===== src/hdl/abx_defs.svh =====
// offsets, tags, field positions and timing figures of the bounds/exit-stop block
`ifndef ABX_DEFS_SVH
`define ABX_DEFS_SVH
// register word offsets on the avalon slave
`define ABX_OFS_LIMIT    4'h0
`define ABX_OFS_BASE     4'h1
`define ABX_OFS_EXITSEL  4'h2
`define ABX_OFS_STATUS   4'h3
`define ABX_OFS_CLEAR    4'h4
// exit selection bit positions
`define ABX_EM_OOB       0
`define ABX_EM_INF       1
`define ABX_EM_INDEF     2
// clear register bit positions
`define ABX_CLR_OOB      0
`define ABX_CLR_STOP     1
// queue tags (octal 10, 50, 1n, 5n) and write bit
`define ABX_TAG_RNI      6'h08
`define ABX_TAG_XWRITE   6'h28
`define ABX_TAG_READ     6'h08
`define ABX_TAG_STORE    6'h28
`define ABX_TAG_WBIT     5
// floating exponent limit, octal 3777
`define ABX_EXP_MAX      12'h7FF
// timing figures in ns and clock rate in MHz
`define ABX_DELAY_NS     200
`define ABX_GAP_NS       300
`define ABX_CLK_MHZ      250
`endif


===== src/hdl/abx_pkg.sv =====
// types shared by the bounds/exit-stop block
package abx_pkg;
  typedef enum logic [2:0] {
    ABX_ST_IDLE  = 3'b000,
    ABX_ST_DELAY = 3'b001,
    ABX_ST_WRITE = 3'b010,
    ABX_ST_GAP   = 3'b011,
    ABX_ST_FETCH = 3'b100,
    ABX_ST_HALT  = 3'b101
  } abx_state_t;
  typedef enum logic [1:0] {
    ABX_K_FETCH = 2'b00,
    ABX_K_READ  = 2'b01,
    ABX_K_STORE = 2'b10
  } abx_kind_t;
endpackage : abx_pkg


===== src/hdl/abx_cmp_if.sv =====
// carrier between the exit-stop top and its bounds comparator
interface abx_cmp_if #(parameter int ADDR_W = 18);
  logic [ADDR_W-1:0] addr;
  logic [ADDR_W-1:0] limit;
  logic              beyond;
  modport cmp  (input addr, input limit, output beyond);
  modport user (output addr, output limit, input beyond);
endinterface : abx_cmp_if


===== src/hdl/abx_exit_stop.sv =====
// address bounds check, queue substitution and exit-mode stop sequence
`include "abx_defs.svh"

module abx_exit_stop #(
  parameter int ADDR_W = 18
) (
  // clock and reset
  input  wire logic              ref_clk_in,
  input  wire logic              rstn_in,
  // avalon-mm slave
  input  wire logic [3:0]        avs_address_in,
  input  wire logic              avs_read_in,
  input  wire logic              avs_write_in,
  input  wire logic [31:0]       avs_writedata_in,
  output logic      [31:0]       avs_readdata_out,
  output logic                   avs_waitrequest_out,
  // staging register side
  input  wire logic              stg_valid_in,
  input  wire logic [ADDR_W-1:0] stg_addr_in,
  input  wire logic [1:0]        stg_kind_in,
  input  wire logic [2:0]        stg_reg_in,
  input  wire logic [ADDR_W-1:0] prog_addr_in,
  input  wire logic              exch_in,
  output logic                   stg_ready_out,
  // queue entry register
  output logic                   q_valid_out,
  output logic [ADDR_W-1:0]      q_addr_out,
  output logic [5:0]             q_tag_out,
  output logic [59:0]            q_data_out,
  input  wire logic              q_ready_in,
  // tag timing chain
  input  wire logic              mem_accept_in,
  input  wire logic [5:0]        acc_tag_in,
  // issue control
  input  wire logic              error_sync_in,
  input  wire logic              inch_in,
  input  wire logic              scoreboard_issue_in,
  input  wire logic [5:0]        fcode_in,
  output logic                   proceed_out,
  output logic                   fetch_flag_out,
  output logic                   stop_out,
  output logic                   p_clear_out,
  output logic                   go_branch_out,
  // floating point units
  input  wire logic              fp_valid_in,
  input  wire logic [11:0]       fp_exp_in,
  input  wire logic              fp_indef_in
);
  localparam int DLY_CYC = (`ABX_DELAY_NS * `ABX_CLK_MHZ) / 1000;
  localparam int GAP_CYC = (`ABX_GAP_NS * `ABX_CLK_MHZ) / 1000;

  // status and record fields leave room for 30 address bits at most
  if (ADDR_W > 30 || ADDR_W < 3) begin : g_bad_width
    $error("ADDR_W out of range");
  end

  ////////////////////////////////////////////////////////////////////////
  // registers and state
  logic [ADDR_W-1:0]       limit_q;
  logic [ADDR_W-1:0]       base_q;
  logic [2:0]              exitsel_q;
  logic                    ack_q;
  logic [31:0]             rdata_q;
  logic                    oob_q;
  logic                    oob_used_q;
  logic                    error_q;
  logic                    stop_q;
  logic                    seq_q;
  logic                    exit_q;
  logic                    fetch_q;
  logic                    proceed_q;
  logic                    pclr_q;
  logic [2:0]              cause_q;
  logic [6:0]              cnt_q;
  abx_pkg::abx_state_t     state_q;
  logic                    qv_q;
  logic [ADDR_W-1:0]       qa_q;
  logic [5:0]              qt_q;
  logic [59:0]             qd_q;

  logic                    beyond;
  logic                    slot_free;
  logic                    seq_req;
  logic                    stg_take;
  logic                    seq_take;
  logic                    wr_en;
  logic                    inf_evt;
  logic                    indef_evt;
  logic                    oob_err;
  logic                    err_set;
  logic                    acc_evt;
  logic                    halt_hit;
  logic                    nstop_hit;
  logic                    dly_done;
  logic                    gap_done;
  logic [ADDR_W-1:0]       sub_addr;
  logic [5:0]              sub_tag;
  logic [59:0]             exit_rec;

  abx_cmp_if #(.ADDR_W(ADDR_W)) cmp_c ();

  ////////////////////////////////////////////////////////////////////////
  // bounds comparator
  assign cmp_c.addr  = stg_addr_in;
  assign cmp_c.limit = limit_q;
  assign beyond      = cmp_c.beyond;

  abx_bound_cmp #(.ADDR_W(ADDR_W)) u_cmp (
    .c (cmp_c)
  );

  ////////////////////////////////////////////////////////////////////////
  // avalon slave: one wait cycle per access
  assign avs_waitrequest_out = (avs_read_in | avs_write_in) & ~ack_q;
  assign avs_readdata_out    = rdata_q;
  assign wr_en               = avs_write_in & ack_q;

  always_ff @(posedge ref_clk_in or negedge rstn_in) begin
    if (!rstn_in) begin
      ack_q <= 1'b0;
    end else begin
      ack_q <= (avs_read_in | avs_write_in) & ~ack_q;
    end
  end

  // read data latched while waitrequest is high
  always_ff @(posedge ref_clk_in or negedge rstn_in) begin
    if (!rstn_in) begin
      rdata_q <= 32'h0000_0000;
    end else if (avs_read_in && !ack_q) begin
      unique case (avs_address_in)
        `ABX_OFS_LIMIT:   rdata_q <= 32'(limit_q);
        `ABX_OFS_BASE:    rdata_q <= 32'(base_q);
        `ABX_OFS_EXITSEL: rdata_q <= 32'(exitsel_q);
        `ABX_OFS_STATUS:  rdata_q <= {20'h0_0000, cause_q, 3'(state_q), fetch_q, exit_q,
                                      seq_q, stop_q, error_q, oob_q};
        default:          rdata_q <= 32'h0000_0000;
      endcase
    end
  end

  // software-written configuration
  always_ff @(posedge ref_clk_in or negedge rstn_in) begin
    if (!rstn_in) begin
      limit_q   <= '0;
      base_q    <= '0;
      exitsel_q <= 3'h0;
    end else if (wr_en) begin
      if (avs_address_in == `ABX_OFS_LIMIT)
        limit_q <= avs_writedata_in[ADDR_W-1:0];
      if (avs_address_in == `ABX_OFS_BASE)
        base_q <= avs_writedata_in[ADDR_W-1:0];
      if (avs_address_in == `ABX_OFS_EXITSEL)
        exitsel_q <= avs_writedata_in[2:0];
    end
  end

  ////////////////////////////////////////////////////////////////////////
  // queue slot arbitration, sequence first
  assign slot_free     = ~qv_q | q_ready_in;
  assign seq_req       = (state_q == abx_pkg::ABX_ST_WRITE) | (state_q == abx_pkg::ABX_ST_FETCH);
  assign stg_ready_out = slot_free & ~seq_req;
  assign stg_take      = stg_valid_in & stg_ready_out;
  assign seq_take      = seq_req & slot_free;

  // substituted address and tag for the staging request
  always_comb begin
    sub_addr = ADDR_W'(stg_addr_in + base_q);
    sub_tag  = `ABX_TAG_RNI;
    unique case (stg_kind_in)
      abx_pkg::ABX_K_READ:  sub_tag = `ABX_TAG_READ | 6'(stg_reg_in);
      abx_pkg::ABX_K_STORE: sub_tag = `ABX_TAG_STORE | 6'(stg_reg_in);
      default:              sub_tag = `ABX_TAG_RNI;
    endcase
    if (beyond) begin
      sub_addr = '0;
      sub_tag[`ABX_TAG_WBIT] = 1'b0;
      if (stg_kind_in == abx_pkg::ABX_K_FETCH)
        sub_tag = `ABX_TAG_RNI;
      if (stg_kind_in == abx_pkg::ABX_K_READ)
        sub_tag = `ABX_TAG_RNI;
      if (stg_kind_in == abx_pkg::ABX_K_STORE)
        sub_tag = `ABX_TAG_READ | 6'(stg_reg_in);
    end
  end

  // exit record: stop code, causes, address
  assign exit_rec = {6'h00, 3'h0, cause_q, 18'(prog_addr_in), 30'h0000_0000};

  // queue entry register
  always_ff @(posedge ref_clk_in or negedge rstn_in) begin
    if (!rstn_in) begin
      qv_q <= 1'b0;
      qa_q <= '0;
      qt_q <= 6'h00;
      qd_q <= '0;
    end else if (seq_take && state_q == abx_pkg::ABX_ST_WRITE) begin
      qv_q <= 1'b1;
      qa_q <= base_q;
      qt_q <= `ABX_TAG_XWRITE;
      qd_q <= exit_rec;
    end else if (seq_take) begin
      qv_q <= 1'b1;
      qa_q <= base_q;
      qt_q <= `ABX_TAG_RNI;
      qd_q <= '0;
    end else if (stg_take) begin
      qv_q <= 1'b1;
      qa_q <= sub_addr;
      qt_q <= sub_tag;
      qd_q <= '0;
    end else if (q_ready_in) begin
      qv_q <= 1'b0;
    end
  end

  assign q_valid_out = qv_q;
  assign q_addr_out  = qa_q;
  assign q_tag_out   = qt_q;
  assign q_data_out  = qd_q;

  ////////////////////////////////////////////////////////////////////////
  // error sources
  // exponent above 3777 or indefinite
  assign inf_evt   = fp_valid_in & (fp_exp_in > `ABX_EXP_MAX) & exitsel_q[`ABX_EM_INF];
  assign indef_evt = fp_valid_in & fp_indef_in & exitsel_q[`ABX_EM_INDEF];
  // out of bounds with exit bit0 and sync stage
  assign oob_err   = oob_q & exitsel_q[`ABX_EM_OOB] & error_sync_in & ~oob_used_q;
  assign err_set   = oob_err | inf_evt | indef_evt;

  // out-of-bounds flag, set wins over clear
  always_ff @(posedge ref_clk_in or negedge rstn_in) begin
    if (!rstn_in) begin
      oob_q <= 1'b0;
    end else if (stg_take && beyond && !exch_in) begin
      oob_q <= 1'b1;
    end else if (wr_en && avs_address_in == `ABX_OFS_CLEAR && avs_writedata_in[`ABX_CLR_OOB]) begin
      oob_q <= 1'b0;
    end
  end

  // a standing oob flag raises the error only once
  always_ff @(posedge ref_clk_in or negedge rstn_in) begin
    if (!rstn_in) begin
      oob_used_q <= 1'b0;
    end else begin
      oob_used_q <= oob_q & (oob_used_q | oob_err);
    end
  end

  // error flag, cleared once sequencing is set
  always_ff @(posedge ref_clk_in or negedge rstn_in) begin
    if (!rstn_in) begin
      error_q <= 1'b0;
    end else if (err_set) begin
      error_q <= 1'b1;
    end else if (seq_q) begin
      error_q <= 1'b0;
    end
  end

  // exit cause bits kept for the record
  always_ff @(posedge ref_clk_in or negedge rstn_in) begin
    if (!rstn_in) begin
      cause_q <= 3'h0;
    end else if (err_set) begin
      cause_q <= cause_q | {indef_evt, inf_evt, oob_err};
    end else if (halt_hit) begin
      cause_q <= 3'h0;
    end
  end

  ////////////////////////////////////////////////////////////////////////
  // stop sequence
  assign dly_done  = cnt_q == 7'(DLY_CYC - 1);
  assign gap_done  = cnt_q == 7'(GAP_CYC - 1);
  assign halt_hit  = state_q == abx_pkg::ABX_ST_HALT && scoreboard_issue_in && fcode_in[5:3] == 3'h0;
  assign nstop_hit = scoreboard_issue_in && fcode_in == 6'h00;

  always_ff @(posedge ref_clk_in or negedge rstn_in) begin
    if (!rstn_in) begin
      state_q <= abx_pkg::ABX_ST_IDLE;
      cnt_q   <= 7'h00;
      seq_q   <= 1'b0;
    end else begin
      unique case (state_q)
        abx_pkg::ABX_ST_IDLE: begin
          cnt_q <= 7'h00;
          if (error_q)
            state_q <= abx_pkg::ABX_ST_DELAY;
        end
        abx_pkg::ABX_ST_DELAY: begin
          // count, then wait for inch clear
          if (!dly_done)
            cnt_q <= cnt_q + 7'h01;
          else if (!inch_in) begin
            seq_q   <= 1'b1;
            cnt_q   <= 7'h00;
            state_q <= abx_pkg::ABX_ST_WRITE;
          end
        end
        abx_pkg::ABX_ST_WRITE: begin
          cnt_q <= 7'h00;
          if (seq_take)
            state_q <= abx_pkg::ABX_ST_GAP;
        end
        abx_pkg::ABX_ST_GAP: begin
          // spacing after the tag 50 request
          if (gap_done)
            state_q <= abx_pkg::ABX_ST_FETCH;
          else
            cnt_q <= cnt_q + 7'h01;
        end
        abx_pkg::ABX_ST_FETCH: begin
          if (seq_take)
            state_q <= abx_pkg::ABX_ST_HALT;
        end
        abx_pkg::ABX_ST_HALT: begin
          if (halt_hit) begin
            seq_q   <= 1'b0;
            state_q <= abx_pkg::ABX_ST_IDLE;
          end
        end
        default: begin
          state_q <= abx_pkg::ABX_ST_IDLE;
        end
      endcase
    end
  end

  always_ff @(posedge ref_clk_in or negedge rstn_in) begin
    if (!rstn_in) begin
      exit_q <= 1'b0;
    end else if (seq_take && state_q == abx_pkg::ABX_ST_WRITE) begin
      exit_q <= 1'b1;
    end else if (halt_hit) begin
      exit_q <= 1'b0;
    end
  end

  assign go_branch_out = exit_q;

  ////////////////////////////////////////////////////////////////////////
  // fetch flag and proceed on tag 10 accept
  // accept with exit selected
  assign acc_evt = mem_accept_in & (acc_tag_in == `ABX_TAG_RNI) & exitsel_q[`ABX_EM_OOB];

  always_ff @(posedge ref_clk_in or negedge rstn_in) begin
    if (!rstn_in) begin
      fetch_q   <= 1'b0;
      proceed_q <= 1'b0;
    end else begin
      proceed_q <= acc_evt;
      if (acc_evt)
        fetch_q <= 1'b1;
      else if (scoreboard_issue_in)
        fetch_q <= 1'b0;
    end
  end

  assign proceed_out    = proceed_q;
  assign fetch_flag_out = fetch_q;

  ////////////////////////////////////////////////////////////////////////
  // stop flag and program address clear
  always_ff @(posedge ref_clk_in or negedge rstn_in) begin
    if (!rstn_in) begin
      stop_q <= 1'b0;
    end else if ((error_q && state_q == abx_pkg::ABX_ST_IDLE) || halt_hit || nstop_hit) begin
      stop_q <= 1'b1;
    end else if (acc_evt || (wr_en && avs_address_in == `ABX_OFS_CLEAR &&
                             avs_writedata_in[`ABX_CLR_STOP])) begin
      stop_q <= 1'b0;
    end
  end

  // clear program address on stop code
  always_ff @(posedge ref_clk_in or negedge rstn_in) begin
    if (!rstn_in) begin
      pclr_q <= 1'b0;
    end else begin
      pclr_q <= nstop_hit;
    end
  end

  assign stop_out    = stop_q;
  assign p_clear_out = pclr_q;
endmodule : abx_exit_stop


===== src/hdl/abx_bound_cmp.sv =====
// staging address against field length limit, grouped bit and octal digit compare
module abx_bound_cmp #(
  parameter int ADDR_W = 18
) (
  // comparison carrier
  abx_cmp_if.cmp c
);
  localparam int ND = ADDR_W / 3;

  logic [ND-1:0] grp_ge;
  logic [ND-1:0] dig_gt;
  logic [ND-1:0] dig_eq;
  logic [ND:0]   win;
  logic [ND:0]   hi_eq;

  // refuse widths that do not split into whole octal digits
  if (ADDR_W % 3 != 0 || ADDR_W < 3) begin : g_bad_width
    $error("ADDR_W must be a positive multiple of 3");
  end

  // per-digit compares and ripple from the top digit down
  assign win[ND]   = 1'b0;
  assign hi_eq[ND] = 1'b1;
  for (genvar d = 0; d < ND; d++) begin : g_dig
    assign grp_ge[d] = &(c.addr[3*d +: 3] | ~c.limit[3*d +: 3]);
    assign dig_gt[d] = c.addr[3*d +: 3] > c.limit[3*d +: 3];
    assign dig_eq[d] = grp_ge[d] & ~dig_gt[d];
    assign win[d]    = win[d+1] | (hi_eq[d+1] & dig_gt[d]);
    assign hi_eq[d]  = hi_eq[d+1] & dig_eq[d];
  end

  assign c.beyond = win[0] | hi_eq[0];
endmodule : abx_bound_cmp


===== config.mk =====
export PLATFORM = sky130hd
export DESIGN_NAME = abx_exit_stop
export DESIGN_NICKNAME = d
export VERILOG_FILES = /design/src/hdl/abx_pkg.sv /design/src/hdl/abx_cmp_if.sv /design/src/hdl/abx_exit_stop.sv /design/src/hdl/abx_bound_cmp.sv
export VERILOG_INCLUDE_DIRS = /design/src /design/src/hdl
export SDC_FILE = /design/constraint.sdc
export NUM_CORES = 1
export LEC_CHECK = 0
export BUFFER_PORTS_ARGS = -buffer_cell sky130_fd_sc_hd__buf_2
export CORE_MARGIN = 2
export CORE_UTILIZATION = 47
export DETAILED_ROUTE_END_ITERATION = 7
export HOLD_SLACK_MARGIN = 0.15
export PLACE_DENSITY = 0.83
export SYNTH_ARGS = -nofsm -noshare
export SYNTH_HDL_FRONTEND = slang
export SYNTH_SLANG_ARGS = --single-unit
export TNS_END_PERCENT = 5

===== constraint.sdc =====
create_clock -name ref_clk_in -period 2.48 [get_ports ref_clk_in]
set_clock_uncertainty 0.2 [all_clocks]
set_input_delay 0.372 -clock ref_clk_in [delete_from_list [all_inputs] [get_ports ref_clk_in]]
set_output_delay 0.372 -clock ref_clk_in [all_outputs]
set_load 0.01 [all_outputs]

======== After elaboration in Yosys (flattened, before gate mapping) ========
Cells that the tools add are included.
storage, ports and cells
  bits in registers ....................... 179
  word-level logic and storage cells ...... 209
  bits in writable memories ............... 0
  bits in latches ......................... 0
  memories ................................ 0
  output and inout bits ................... 124
  memory bits (read-only) ................. 0
cells by class
  bitwise logic cells ..................... 66
  $add $sub $neg .......................... 2
  reductions and logical operators ........ 44
  eq/ne operators ......................... 23
  div/mod/pow operators ................... 0
  shift-type cells ........................ 0
  mux-type cells .......................... 46
  multiply operators ...................... 0
  $lt $le $gt $ge ......................... 7
operators by type and width
  kind                                                             count
  two-way mux 60 bit                                               3
  two-way mux 18 bit                                               4
  case mux 18 bit (4 select lines)                                 1
  two-way mux 6 bit                                                6
  AND 1 bit                                                        31
  two-way mux 3 bit                                                8
  two-way mux 7 bit                                                3
  OR 3 bit                                                         7
  case mux 7 bit (3 select lines)                                  1
  AND reduction 3 bit                                              7
  adder 18 bit                                                     1
  greater-than comparator 3 bit                                    6
  inverter 3 bit                                                   6
  case mux 3 bit (6 select lines)                                  1
  two-way mux 1 bit                                                16
  != test 2 bit, second input constant                             8
  nonzero test 2 bit                                               7
  greater-than comparator 12 x 11 -> 1 bit, second input constant  1
  OR 1 bit                                                         12
  case mux 6 bit (2 select lines)                                  1
  logical AND 1 bit                                                11
  inverter 1 bit                                                   10
  equality test 4 x 2 -> 1 bit, second input constant              2
  adder 7 x 1 -> 7 bit, second input constant                      1
  25 further kinds                                                 34

======== Logic depth before layout (Yosys ltp) ========
  depth in word-level cells ............... 15
  mapped depth ............................ 10
  gate-level depth less buffers ........... 10

======== Hierarchy ========
Synthesis repeated with hierarchy kept, for this count alone.
second synthesis, totals
  cells, all modules ...................... 730
  area total of the unflattened synthesis .. 7455.9 um2
modules (own cells, without submodules)
  module         times used  seq. area each (um2)  cells each  area each (um2)
  abx_exit_stop  1           3128.0                634         6744.0
  abx_bound_cmp  1           0.0                   96          711.9

======== Worst setup path after synthesis ========
OpenSTA, ideal clock, no wires.
  kind .................................... input port to flip-flop
  from .................................... input port stg_addr_in[0]
  to ...................................... register qa_q[16], in the netlist q_addr_out[16]
  path slack .............................. 183 ps
  data arrival time ....................... 1973 ps
  cell stages on the path ................. 10
  required time ........................... 2156 ps
  buffers on the path ..................... 0
  cells stage by stage .................... ha_1 -> inv_1 -> fa_1 -> nand2b_1 -> a21o_1 -> o221ai_1 -> nor2_1 -> o21ai_0 -> xnor2_1 -> o21ai_1
between the ends
  longest elaborated chain between the ends .. 9
  elaborated cells between the ends (all ways) .. 14
  those cells by class .................... add/sub: 1; order compare: 1; mux: 4; bitwise: 7; reduce/logical: 1
RTL lines
  item                                                  RTL line              RTL
  start: declaration                                    abx_exit_stop.sv:19   input wire logic [ADDR_W-1:0] stg_addr_in,
  branches (longest 5 deep; another with adder 18 bit)  n/a
  two-way mux 18 bit *                                  abx_exit_stop.sv:175  if (beyond) begin
  two-way mux 18 bit *                                  abx_exit_stop.sv:207  end else if (stg_take) begin
  two-way mux 18 bit *                                  abx_exit_stop.sv:202  end else if (seq_take) begin
  two-way mux 18 bit *                                  abx_exit_stop.sv:197  end else if (seq_take && state_q == abx_pkg::ABX_ST_WRITE) begin
  end signal: assignment                                abx_exit_stop.sv:199  qa_q <= base_q;
  end signal: assignment                                abx_exit_stop.sv:204  qa_q <= base_q;
  end signal: assignment                                abx_exit_stop.sv:209  qa_q <= sub_addr;
  end: declaration                                      abx_exit_stop.sv:77   logic [ADDR_W-1:0] qa_q;
Every way passes the cells marked *. The select of a mux whose other input is x is not followed.
A chain may end at the register's enable or synchronous reset.

======== Worst setup path in the final report ========
  from .................................... register limit_q[0], in the netlist cmp_c.limit[0]
  to ...................................... register qt_q[2], in the netlist q_tag_out[2]
between the ends
  longest elaborated chain between the ends .. 10
  elaborated cells between the ends (all ways) .. 14
  those cells by class .................... order compare: 1; mux: 4; bitwise: 8; reduce/logical: 1
RTL lines
  item                                                                   RTL line              RTL
  start: declaration                                                     abx_exit_stop.sv:59   logic [ADDR_W-1:0] limit_q;
  start signal: assignment                                               abx_exit_stop.sv:150  limit_q <= avs_writedata_in[ADDR_W-1:0];
  branches (longest 5 deep; another with greater-than comparator 3 bit)  n/a
  OR 1 bit *                                                             abx_bound_cmp.sv:32   assign c.beyond = win[0] | hi_eq[0];
  two-way mux 6 bit *                                                    abx_exit_stop.sv:175
  two-way mux 6 bit *                                                    abx_exit_stop.sv:207
  two-way mux 6 bit *                                                    abx_exit_stop.sv:202
  two-way mux 6 bit *                                                    abx_exit_stop.sv:197
  end signal: assignment                                                 abx_exit_stop.sv:200  qt_q <= `ABX_TAG_XWRITE;
  end signal: assignment                                                 abx_exit_stop.sv:205  qt_q <= `ABX_TAG_RNI;
  end signal: assignment                                                 abx_exit_stop.sv:210  qt_q <= sub_tag;
  end: declaration                                                       abx_exit_stop.sv:78   logic [5:0] qt_q;
Marks and branches as above.

==> summary.md <==
| Metric | Value |
|---|---|
| Vias in the first global route | `6621` |
| Place WS | `-163 ps` |
| Root Driver | `clkbuf_16` |
| FF-to-FF End | `q_tag_out[2]$_DFFE_PN0P_` |
| Maxcap violations | `0` |
| Share of cells above drive strength 1 | `0.337` |
| CP startpoint | `cmp_c.limit[0]$_DFFE_PN0P_` |
| Post-synth EDFFs | `0` |
| Drt initial violations | `475` |
| Int Power | `5.26 mW` |
| Most frequent cell after synthesis | `dfrtp_1` |
| Sequential share of the synthesized area | `0.419` |
| Post-synth top area share | `0.419` |
| Dpl cell area | `8670 µm²` |
| Worst r2r src | `cmp_c.limit[0]$_DFFE_PN0P_` |
| Via count | `about 6600` |
| Fmax achieved | `0.413 GHz` |
| Setup-failing EPs final | `0` |
| Avg WL per Cell | `approximately 18 µm` |
| Netlist cell types | `72` |
| GRT Overall Usage | `0.257` |
| Layout Nets | `1158` |
| Post-route cell area | `10000 µm²` |
| Max Root-Sink Buffers | `2` |
| Worst min path class | `input port to register` |
| Top cells by area, synth | `dfrtp_1 42%, ha_1 8.7%, mux2_2 5.9%` |
| Total CTS buffers | `17` |
| Commonest cells post-synth | `125 x dfrtp_1, 56 x buf_4, 52 x ha_1, 52 x inv_1, 43 x nand2_1` |
| Layout fillers | `1207` |
| Crit start category | `register` |
| Area Growth Syn to Fin | `34.1%` |
| Clock group share of total power | `0.309` |
| Yosys warns | `0` |
| Placeable Area | `around 16000 µm²` |
| Psw | `2.80 mW` |
| FF+latch count, synth | `125` |
| RSZ-0062 raised after global routing | `true` |
| RD Place Congestion | `0.850` |
| Avg Vias per Cell | `5.41` |
| Largest net degree at the start of global routing | `126` |
| Setup bufs post-CTS | `0` |
| Final hold vios | `0` |
| Worst endpoint data arrival time | `2590 ps` |
| Synth Flop Type | `dfrtp_1` |
| Fin crit period | `between 2000 and 2500 ps` |
| Clock Pin Slew Worst Setup and Hold Paths | `60 ps` |
| Initial core utilization | `0.475` |
| Detailed-route DRC error count | `0` |
| CTS tree | `yes` |
| Required @ worst endpoint | `2640 ps` |
| Worst slew pin tran | `880 ps` |
| TritonCTS Sinks | `125` |
| Status | `complete, no violations` |
| Antenna violations before repair | `0` |
| Area leader, netlist | `dfrtp_1` |
| Syn Area/Cell | `10.3 µm²` |
| Worst hold margin | `155 ps` |
| Max-slew violations | `0` |
| Final ANT Viol Nets | `0` |
| Sequential Power Share | `0.351` |
| Leak | `a little over 5 nW` |
| Max Fanout on Critical Path | `4` |
| Die W | `130 µm` |
| Core Util, Final | `0.637` |
| Kind of critical path | `register to register` |
| H-tree levels | `4` |
| Ports | `around 240` |
| Syn Inst Count | `722` |
| Ys async rst share | `1.00` |
| Reg2reg path depth | `9` |
| Peak VDD IR | `between 600 and 700 µV` |
| Global-route wire length before repair | `33400 µm` |
| Post-Syn Area | `approximately 7500 µm²` |
| Final Cycle Share | `0.976` |
| Hpwl dp | `around 14000 µm` |
| Row count | `between 40 and 50` |
| Overall Power | `8.06 mW` |
| Die area | `16900 µm²` |
| Antenna diodes | `0` |
| Skew-Pair Late Insertion Delay | `430 ps` |
| PwrDens | `805 nW/µm²` |
| Crit end category | `register` |
| Port bufs | `158` |
| Chip height | `130 µm` |
| Gate power share | `0.340` |
| Total wire length | `21700 µm` |
| Setup crit end | `q_tag_out[2]$_DFFE_PN0P_` |
| Sw frac | `0.347` |
| Reg-to-reg slack, setup | `around 60 ps` |
| Post-route setup slack | `between 50 and 60 ps` |
| First-pass detailed-route iteration total | `5` |
| Global route overflow | `0` |
| Slew headroom | `0.413` |
how the worst min path moves through the flow:
| stage | from | end | cells after the start |
|---|---|---|---|
| floorplan | rstn_in | ack_q$_DFF_PN0_ | 0 |
| global placement | ack_q$_DFF_PN0_ | ack_q$_DFF_PN0_ | 1 |
| detailed placement | ack_q$_DFF_PN0_ | ack_q$_DFF_PN0_ | 1 |
| CTS | fcode_in[5] | seq_q$_DFFE_PN0P_ | 4 |
| global route | fcode_in[1] | p_clear_out$_DFF_PN0_ | 3 |
| finish | acc_tag_in[4] | stop_out$_DFFE_PN0P_ | 5 |
cells in the final DEF (no fill, tap or decap), types with 10 or more instances in the layout:
master         instances
a21oi_1               30
buf_4                 56
o21ai_1               25
nand3_1               10
inv_1                 52
mux2i_1               15
nor2b_1               12
dfrtp_1              125
conb_1                54
a22o_1                37
buf_2                157
dlygate4sd3_1         59
a22oi_1               10
clkbuf_16             17
nor2_1                20
nand2_1               43
mux2_2                39
o21ai_0               32
ha_1                  48
and3_1                11
stage by stage:
step | instances | setup TNS, ps
after floorplan | 775 | 0
after global placement | 1127 | -1150
after detailed placement | 1127 | -1500
after CTS | 1222 | 0
after global routing | 1220 | -355
final | 1220 | 0
power by group through the flow:
stage | combinational, mW | clock (mW) | sequential (mW)
detailed placement | 2.46 | 0 | 2.84
floorplan | 1.59 | 0 | 2.79
finish | 2.74 | 2.49 | 2.83
global route | 2.99 | 2.62 | 2.87
global placement | 2.39 | 0 | 2.82
CTS | 2.60 | 2.53 | 2.81
worst max-delay path: stages, from the launching register on:
cell	delay (ps)
dfrtp_1	410
ha_1	230
nor3_2	240
o211ai_1	140
a21oi_2	160
nor3_2	70
buf_4	160
o21a_4	230
a221oi_4	330
a22o_1	180
layer usage:
layer | wire length, µm | vias up | GRT usage | share of wire
met1 | 8620 | 3194 | 0.309 | 0.40
met2 | 10900 | 320 | 0.439 | 0.50
met5 | 0 | - | 0 | 0
li1 | - | 3022 | - | -
met3 | 1510 | 61 | 0.0578 | 0.069
met4 | 685 | 0 | 0.122 | 0.032
what timing repair did:
action / in CTS / in global routing
hold endpoints to repair: 199 / 0
pin swaps: 2 / 13
setup endpoints to repair: 6 / 28
hold buffers: 63 / 0
resized for setup: 7 / 25
area by class of cell:
type / count / area (µm²) / share of cell area
Multi-Input combinational cell: 518 / 3950 / 0.394
Sequential cell: 125 / 3130 / 0.312
Timing Repair Buffer: 277 / 1880 / 0.188
Clock buffer: 20 / 457 / 0.0456
Tap cell: 216 / 270 / 0.0270
Inverter: 52 / 195 / 0.0195
Clock inverter: 12 / 135 / 0.0135
sequential cells by signal, summed over array words and instances, names as in the netlist, 3 cells and up:
name	cells
q_data_out	21
q_addr_out	18
base_q	18
q_tag_out	5
cnt_q	7
state_q	3
exitsel_q	3
cmp_c.limit	18
cause_q	3
avs_readdata_out	18
kinds of logic (layout without fill, tap and decap cells):
logic type | count (synthesis) | after routing | share of synthesized area
AOI/OAI and AO/OA | 188 | 188 | 0.174
and+or+nand+nor | 151 | 151 | 0.113
buffers and inverters | 132 | 361 | 0.0982
DFF | 125 | 125 | 0.419
muxes | 57 | 57 | 0.0879
adders and majority gates | 53 | 53 | 0.0898
xor gates and xnor gates | 15 | 15 | 0.0186
other | 1 | 54 | 0.000502
No activity file was read; power rests on OpenSTA's default activity.
